File: src/logic/guard_defines.svh
// Command codes, field positions, reset values and timing for the guard block
`ifndef GUARD_DEFINES_SVH
`define GUARD_DEFINES_SVH

// Command codes on the register port
`define CMD_CLEAR_FAULTS  8'h03
`define CMD_FAULT_STAT    8'hE0
`define CMD_UV_ACTION     8'hF9
`define CMD_AUTH_LEVEL    8'hFA
`define CMD_PRIV_PW       8'hFB
`define CMD_PUB_PW        8'hFC

// Reset values
`define UV_ACTION_RST     8'hBF
`define AUTH_RST          2'h1

// Fault action fields
`define RESP_HI           7
`define RESP_LO           6
`define RETRY_HI          5
`define RETRY_LO          3
`define DELAY_HI          2
`define DELAY_LO          0
`define RESP_IGNORE       2'h0
`define RESP_UNUSED       2'h1
`define RESP_RETRY        2'h2
`define RESP_HOLD         2'h3
`define RETRY_NONE        3'h0
`define RETRY_CONT        3'h7

// Authority levels
`define AUTH_NONE         2'h0
`define AUTH_PUBLIC       2'h1
`define AUTH_USER         2'h2
`define AUTH_VENDOR       2'h3

// Fault status bits
`define STAT_UV_BIT       0
`define STAT_DENY_BIT     1

// Retry time unit and clock period
`define RETRY_UNIT_NS     35000000
`define CLK_PERIOD_NS     5

`endif

File: src/logic/guard_pkg.sv
// Types shared by the aux undervoltage and write guard block
package guard_pkg;

    // One register port request
    typedef struct packed {
        logic [7:0]  addr;
        logic [31:0] wdata;
        logic        wr;
        logic        rd;
    } bus_req_t;

    // One nonvolatile store image
    typedef struct packed {
        logic [255:0] mask;
        logic [31:0]  priv_pw;
    } store_t;

    typedef logic [1:0] auth_t;

    // Undervoltage response sequencer
    typedef enum logic [2:0] {
        UV_RUN   = 3'b000,
        UV_HOLD  = 3'b001,
        UV_LATCH = 3'b010,
        UV_WAIT  = 3'b011,
        UV_DELAY = 3'b100
    } uv_state_t;

endpackage

File: src/logic/aux_uv_fault_and_write_guard.sv
// Aux undervoltage fault response and command write protection
// Function
// - Aux undervoltage action byte, read-write, resets to continuous retry, write protected.
// - Action byte all zeros disables aux undervoltage handling; response code 01 unused.
// - Response 10 shuts output at once, then retries per bits 5:3.
// - Response 11 holds output off until voltage above 105% of limit.
// - Active fault pulls alert low, sets status bit; only clear-faults clears it.
// - Retry 000 latches output off until fault cleared; 001 to 110 unused.
// - Retry 111 restarts repeatedly until commanded off or another fault.
// - Continuous retry starts only after voltage rises above 105% of limit.
// - Restart spacing is (delay field plus one) times 35 ms.
// - One mask bit per command gates writes; reads are always allowed.
// - Writes to masked commands refused until a password raises authority.
// - Default-store mask clear needs default-store private password.
// - User-store mask clear alone needs user-store private password.
// - Four authority levels; 0 and 1 by public, higher by private password.
// - A private password write never lowers the authority level.
// - A public password write sets the level to 0 or 1.
// - Authority level is a read-only byte, unprotected, resetting to 01h.
// - Matching user-store public password gives level 1; default one ignored.
// - Mismatching public password drops level to 0.
// - Mask holds 256 bits; command 00h is bit 0.
//
// Decided for this implementation: the address-and-strobe port.
`include "guard_defines.svh"

module aux_uv_fault_and_write_guard
    import guard_pkg::*;
#(
    parameter int UNIT_CYCLES = `RETRY_UNIT_NS / `CLK_PERIOD_NS
)
(
    // Clock and reset
    input  wire logic        clk_sys,
    input  wire logic        rst_n,
    // Register port
    input  wire bus_req_t    bus_req,
    output logic [31:0]      rdata_q,
    // Store images
    input  wire store_t      user_store,
    input  wire store_t      dflt_store,
    input  wire logic [31:0] user_pub_pw,
    // Monitor comparators
    input  wire logic        aux_uv_fault,
    input  wire logic        aux_uv_recovered,
    // Run control
    input  wire logic        ctrl_pin,
    input  wire logic        op_on,
    input  wire logic        other_fault_off,
    // Output stage and alert
    output logic             output_enable,
    output logic             alert_line_n_o,
    output logic             alert_line_n_oe
);

    uv_state_t   state_q;
    logic [7:0]  action_q;
    auth_t       auth_q;
    logic [1:0]  stat_q;
    logic        ctrl_s1_q;
    logic        ctrl_s2_q;
    logic        ctrl_s3_q;
    logic        ctrl_q;
    logic [31:0] unit_cnt_q;
    logic [2:0]  units_q;
    logic        unit_tick;
    logic        run_cmd;
    logic        fault_evt;
    logic        wr_ok;
    logic        wr_take;
    logic        clear_evt;
    logic        deny_evt;
    logic [1:0]  resp;
    logic [2:0]  retry;
    logic [2:0]  delay;

    // Live fields of the action byte
    assign resp  = action_q[`RESP_HI:`RESP_LO];
    assign retry = action_q[`RETRY_HI:`RETRY_LO];
    assign delay = action_q[`DELAY_HI:`DELAY_LO];

    // Write permission from authority and both masks
    always_comb
    begin
        logic d;
        logic u;
        d = dflt_store.mask[bus_req.addr];
        u = user_store.mask[bus_req.addr];
        wr_ok = 1'b0;
        if (bus_req.addr == `CMD_PUB_PW || bus_req.addr == `CMD_PRIV_PW)
        begin
            wr_ok = 1'b1;
        end
        else if (auth_q == `AUTH_VENDOR)
        begin
            wr_ok = 1'b1;
        end
        else if (auth_q == `AUTH_USER)
        begin
            wr_ok = d;
        end
        else if (auth_q == `AUTH_PUBLIC)
        begin
            wr_ok = d & u;
        end
    end

    // Accepted and refused writes
    assign wr_take   = bus_req.wr & wr_ok;
    assign deny_evt  = bus_req.wr & ~wr_ok;
    assign clear_evt = wr_take && bus_req.addr == `CMD_CLEAR_FAULTS;

    // Control pin: three stages, a change counts once stages two and three agree
    always_ff @(posedge clk_sys)
    begin
        if (!rst_n)
        begin
            ctrl_s1_q <= 1'b0;
            ctrl_s2_q <= 1'b0;
            ctrl_s3_q <= 1'b0;
            ctrl_q    <= 1'b0;
        end
        else
        begin
            ctrl_s1_q <= ctrl_pin;
            ctrl_s2_q <= ctrl_s1_q;
            ctrl_s3_q <= ctrl_s2_q;
            if (ctrl_s2_q == ctrl_s3_q)
            begin
                ctrl_q <= ctrl_s3_q;
            end
        end
    end

    // Commanded on by pin and operation, not shut by another fault
    assign run_cmd = ctrl_q & op_on & ~other_fault_off;

    // Action byte; refused writes leave it as it was
    always_ff @(posedge clk_sys)
    begin
        if (!rst_n)
        begin
            action_q <= `UV_ACTION_RST;
        end
        else if (wr_take && bus_req.addr == `CMD_UV_ACTION)
        begin
            action_q <= bus_req.wdata[7:0];
        end
    end

    // Authority level, changed only by password writes
    always_ff @(posedge clk_sys)
    begin
        if (!rst_n)
        begin
            auth_q <= `AUTH_RST;
        end
        else if (bus_req.wr && bus_req.addr == `CMD_PUB_PW)
        begin
            // Only the user-store public password counts
            if (bus_req.wdata == user_pub_pw)
            begin
                auth_q <= `AUTH_PUBLIC;
            end
            else
            begin
                auth_q <= `AUTH_NONE;
            end
        end
        else if (bus_req.wr && bus_req.addr == `CMD_PRIV_PW)
        begin
            // Private passwords only ever raise the level
            if (bus_req.wdata == dflt_store.priv_pw)
            begin
                auth_q <= `AUTH_VENDOR;
            end
            else if (bus_req.wdata == user_store.priv_pw && auth_q < `AUTH_USER)
            begin
                auth_q <= `AUTH_USER;
            end
        end
    end

    // Fault is acted on only while running and not ignored
    assign fault_evt = state_q == UV_RUN && run_cmd && aux_uv_fault
                       && resp != `RESP_IGNORE && resp != `RESP_UNUSED;

    // Response sequencer
    always_ff @(posedge clk_sys)
    begin
        if (!rst_n)
        begin
            state_q <= UV_RUN;
        end
        else
        begin
            case (state_q)
                UV_RUN:
                begin
                    if (fault_evt && resp == `RESP_HOLD)
                    begin
                        state_q <= UV_HOLD;
                    end
                    else if (fault_evt && retry == `RETRY_CONT)
                    begin
                        state_q <= UV_WAIT;
                    end
                    else if (fault_evt)
                    begin
                        state_q <= UV_LATCH;
                    end
                end
                UV_HOLD:
                begin
                    if (aux_uv_recovered)
                    begin
                        state_q <= UV_RUN;
                    end
                end
                UV_LATCH:
                begin
                    // Leaves only when the fault status is cleared
                    if (clear_evt)
                    begin
                        state_q <= UV_RUN;
                    end
                end
                UV_WAIT:
                begin
                    if (!run_cmd)
                    begin
                        state_q <= UV_RUN;
                    end
                    else if (aux_uv_recovered)
                    begin
                        state_q <= UV_DELAY;
                    end
                end
                UV_DELAY:
                begin
                    // Restart without rechecking the fault
                    if (!run_cmd)
                    begin
                        state_q <= UV_RUN;
                    end
                    else if (unit_tick && units_q == delay)
                    begin
                        state_q <= UV_RUN;
                    end
                end
                default:
                begin
                    state_q <= UV_RUN;
                end
            endcase
        end
    end

    // Retry unit divider; runs only while delaying to save toggling
    always_ff @(posedge clk_sys)
    begin
        if (!rst_n || state_q != UV_DELAY || unit_tick)
        begin
            unit_cnt_q <= 32'h0000_0000;
        end
        else
        begin
            unit_cnt_q <= unit_cnt_q + 32'h0000_0001;
        end
    end

    assign unit_tick = state_q == UV_DELAY && unit_cnt_q == 32'(UNIT_CYCLES - 1);

    // Unit count: delay field plus one units before restart
    always_ff @(posedge clk_sys)
    begin
        if (!rst_n || state_q != UV_DELAY)
        begin
            units_q <= 3'h0;
        end
        else if (unit_tick)
        begin
            units_q <= units_q + 3'h1;
        end
    end

    // Fault status; a new event wins over a clear in the same cycle
    always_ff @(posedge clk_sys)
    begin
        if (!rst_n)
        begin
            stat_q <= 2'h0;
        end
        else
        begin
            if (fault_evt)
            begin
                stat_q[`STAT_UV_BIT] <= 1'b1;
            end
            else if (clear_evt)
            begin
                stat_q[`STAT_UV_BIT] <= 1'b0;
            end
            if (deny_evt)
            begin
                stat_q[`STAT_DENY_BIT] <= 1'b1;
            end
            else if (clear_evt)
            begin
                stat_q[`STAT_DENY_BIT] <= 1'b0;
            end
        end
    end

    // Output stage enable and open-drain alert
    always_ff @(posedge clk_sys)
    begin
        if (!rst_n)
        begin
            output_enable   <= 1'b0;
            alert_line_n_oe <= 1'b0;
        end
        else
        begin
            output_enable   <= state_q == UV_RUN && run_cmd && !fault_evt;
            alert_line_n_oe <= stat_q[`STAT_UV_BIT] | fault_evt;
        end
    end

    // Alert pin is only ever pulled low
    assign alert_line_n_o = 1'b0;

    // Read data, valid only in the cycle after the strobe; never gated by mask
    always_ff @(posedge clk_sys)
    begin
        if (!rst_n || !bus_req.rd)
        begin
            rdata_q <= 32'h0000_0000;
        end
        else
        begin
            case (bus_req.addr)
                `CMD_UV_ACTION:
                begin
                    rdata_q <= {24'h00_0000, action_q};
                end
                `CMD_AUTH_LEVEL:
                begin
                    rdata_q <= {30'h0000_0000, auth_q};
                end
                `CMD_FAULT_STAT:
                begin
                    rdata_q <= {30'h0000_0000, stat_q};
                end
                default:
                begin
                    rdata_q <= 32'h0000_0000;
                end
            endcase
        end
    end

endmodule

File: config.mk
export PLATFORM = sky130hd
export DESIGN_NAME = aux_uv_fault_and_write_guard
export DESIGN_NICKNAME = d
export VERILOG_FILES = /design/src/logic/guard_pkg.sv /design/src/logic/aux_uv_fault_and_write_guard.sv
export VERILOG_INCLUDE_DIRS = /design/src /design/src/logic
export SDC_FILE = /design/constraint.sdc
export NUM_CORES = 1
export LEC_CHECK = 0
export ABC_AREA = 1
export ABC_CLOCK_PERIOD_IN_PS = 3500
export BUFFER_PORTS_ARGS = -buffer_cell sky130_fd_sc_hd__buf_2
export CAP_MARGIN = 20
export CORE_AREA = 4 4 270 272
export DETAILED_ROUTE_END_ITERATION = 8
export DIE_AREA = 0 0 274 276
export HOLD_SLACK_MARGIN = 0.12
export SETUP_SLACK_MARGIN = 0.1
export SYNTH_ARGS = -nofsm -noshare
export SYNTH_HDL_FRONTEND = slang
export SYNTH_SLANG_ARGS = --single-unit
File: constraint.sdc
create_clock -name clk_sys -period 3.5 [get_ports clk_sys]
set_clock_uncertainty 0.2 [all_clocks]
set_input_delay 0.525 -clock clk_sys [delete_from_list [all_inputs] [get_ports clk_sys]]
set_output_delay 0.525 -clock clk_sys [all_outputs]
set_load 0.03 [all_outputs]
==> flow_summary.ini <==
[setup_path]
rr_worst_depth = 13
cp.required_ns = 3.55
slowest_stage = o21ai_0
endpoint_kind = flop
cp.arrival_ns = 3.23
crit_family = simple AND/OR/NAND/NOR gates
rrSetupSlack_ns = 0.63
reg2reg_from = unit_cnt_q[0]$_SDFF_PP0_
path_max_fanout = 21
cp_slowest_stage_delay_ns = 0.60
rr_endpoint = unit_cnt_q[23]$_SDFF_PP0_
crit_buf_inv = 5
start_kind = input pin
criticalPathCategory = input pin to flop
crit_chain = buf_4 > nand2_2 > clkinv_2 > buf_4 > buf_4 > a22oi_1 > nand2_1 > nand2_1 > nand2_1 > o21ai_0 > nand3_1 > nand3_1 > nand2_1 > nand3_2 > nand3_2 > nand3_4 > buf_4 > o21ai_1 > a21oi_1

[yosys]
yosysTopAreaCell = nand2_1
ys_seq_elements = 64
ys_seq_area_share_pct = 13.1
synthCells = 1961
synth_edf_count = 0
syn_avg_cell_area_um2 = 4.99
yosysTopAreaCellShare_pct = 46.1
async_reset_ff_share_pct = 0
synth_cell_types = 40
synthFlopType = dfxtp_1
synthTopCellsByArea = nand2_1, dfxtp_1, xnor2_1, nor2_1, nand3_1
yosysWarnings = 0
netlist_area_mm2 = 0.00979

[place]
gp_congestion = 0.959
dpl_cell_area_mm2 = 0.0143
dpl.hpwl_um = 56000
io_buffers = 666
pre_cts_ws_ns = 0.00258
placedCellCount = 3542

[floorplanning]
coreArea_mm2 = 0.0708
row_count = 98
die_h_um = 276
pin_count = 692
dieWidth_um = 274
die-area_mm2 = 0.0756
start_util_pct = 13.8

[timing]
finalSetupViolCount = 0
hold_viol = 0
fin_ws_ns = 0.329
maxSlewHeadroom_pct = 49.4
fin_crit_sh_pct = 90.6
fin_crit_ns = 3.17
rsz0062_at_grt = no
drv_slew = 0
hold_ws_ns = 0.184
worst_slew_pin_slew_ns = 0.751
fmax_ghz = 0.315
tns_ns = 0

[power]
power_mw = 3.20
combPwrFrac_pct = 48.5
swShare_pct = 39.9
p_switching_mw = 1.28
p_seq_share_pct = 23.5
leakagePower_nw = 8.19
p_int_mw = 1.92
clkPwrFrac_pct = 28.0
power.density_mw_per_mm2 = 219
vdd_drop_max_v = 0.000325

[route]
drc = 0
vias = 14600
wirelength_um = 64600
dr.pass1.iters = 5
drtIter0Drc = 857
antenna_left = 0
vias_per_cell = 4.09
wire_per_inst_um = 18.1

[global_routing]
grt_pass1_wl_um = 90100
antenna_found_initial = 15
grt_max_degree = 68
grt_use_total_pct = 15.8
grt_pass1_vias = 14300
gr-total-overflow = 0

[cts]
cts_resized = 0
cts.sinks = 64
clk_pin_slew_ns = 0.06
h-tree-depth = 3
root_buffer = clkbuf_16
numCtsBuffers = 9
cts_tree = done
clk_latency_ns = 0.33
cts_buffer_depth = 2
post-cts-setup-buffer-count = 0
holdBufCountCts = 0

[cells_and_area]
fin_cells = 3564
drive_above_1_share_pct = 30.1
fin_nets = 3262
final_util_pct = 20.7
stdcell_area_mm2 = 0.0146
areaGrowthSynthToFinish_pct = 49.6

[run]
cap_viol_max_count = 0

[hold_path]
holdPathEnd = ctrl_s1_q$_SDFF_PN0_
worstHoldPathType = input pin to flop
hold_path.startpoint = ctrl_pin
min_path_cells = 3

[outcome]
outcome = complete, no violations
[sequential cells by signal (all words and copies together) (netlist names)]
register / flops
units_q: 3
unit_cnt_q: 32
state_q: 3
ctrl_s2_q: 1
output_enable: 1
stat_q: 2
ctrl_q: 1
ctrl_s3_q: 1
alert_line_n_oe: 1
rdata_q: 8
auth_q: 2
action_q: 8
ctrl_s1_q: 1
[cell usage in the layout, fill, tap and decap left out, drive strengths merged, types with 4 or more instances in the layout]
master | Yosys | routed
inv | 89 | 91
a22oi | 8 | 8
nand3 | 78 | 78
o21ai | 33 | 33
buf | 94 | 725
nor4 | 16 | 16
nor3 | 24 | 24
dfxtp | 64 | 64
xnor2 | 53 | 53
nor3b | 4 | 4
clkbuf | 24 | 9
nand4 | 33 | 33
xor2 | 34 | 34
conb | 1 | 25
o2111ai | 10 | 10
or2 | 14 | 14
o21a | 5 | 5
o211ai | 5 | 5
a21oi | 34 | 34
diode | 0 | 6
nand2 | 1204 | 1204
nor2 | 124 | 124
[final cells by class]
cell class	count	area, um^2
clock inverters	7	78.8
inverters	90	347
well taps	950	1190
flip-flops and latches	64	1280
repair buffers	725	3990
multi-input cells	1713	7520
fillers	8347	56100
diodes	6	15.0
clock buffers	9	225
[Yosys cell counts, types with 5 or more instances]
cell type / instances
nand2_1: 1201
nor2_1: 119
inv_1: 83
nand3_1: 72
dfxtp_1: 64
xnor2_1: 53
buf_4: 40
buf_2: 36
a21oi_1: 34
xor2_1: 34
nand4_1: 33
clkbuf_1: 24
nor3_1: 24
o21ai_0: 23
buf_6: 17
nor4_1: 16
or2_2: 14
o2111ai_1: 10
o21ai_1: 10
a22oi_1: 8
inv_2: 6
nand3_2: 5
o21a_1: 5
[worst min-delay path, cell delays in order]
cell     delay, ns
buf_2         0.08
nand2_1       0.04
inv_1         0.04
[worst max path at each step]
stage / from / endpoint / slack (ns) / cells past startpoint
after CTS: bus_req[35] / action_q[6]$_SDFFE_PN0P_ / 0.33 / 19
final: bus_req[35] / action_q[6]$_SDFFE_PN0P_ / 0.33 / 19
after global placement: bus_req[35] / action_q[3]$_SDFFE_PN1P_ / -0.03 / 19
after detailed placement: bus_req[35] / action_q[7]$_SDFFE_PN1P_ / 0.003 / 19
after global routing: bus_req[34] / action_q[2]$_SDFFE_PN1P_ / 0.11 / 25
after floorplan: bus_req[34] / action_q[2]$_SDFFE_PN1P_ / 0.91 / 21
[per-layer routing]
layer	part of all wire (%)	GRT usage [%]
met5	0.073	0
met4	3.0	3.92
met3	7.1	2.13
met2	47	27.8
met1	43	20.4
[cells by family (layout without fill, tap and decap cells)]
kind of cell / count (synthesis) / after routing / share of synthesized area (%)
other: 1 / 31 / 0.0383
DFF: 64 / 64 / 13.1
buffers and inverters: 208 / 831 / 11.3
AOI/OAI and AO/OA: 101 / 101 / 6.30
adders and majority gates: 2 / 2 / 0.256
xor gates and xnor gates: 87 / 87 / 7.79
and+or+nand+nor: 1498 / 1498 / 61.2
[power groups by stage]
stage                     registers [mW]  logic (mW)  clock network, mW
after CTS                          0.752        1.57              0.908
after detailed placement           0.767        1.56                  0
final                              0.752        1.55              0.896
after global routing               0.754        1.72              0.941
after global placement             0.766        1.57                  0
after floorplan                    0.765       0.781                  0
Power figures use the tool's default switching activity.
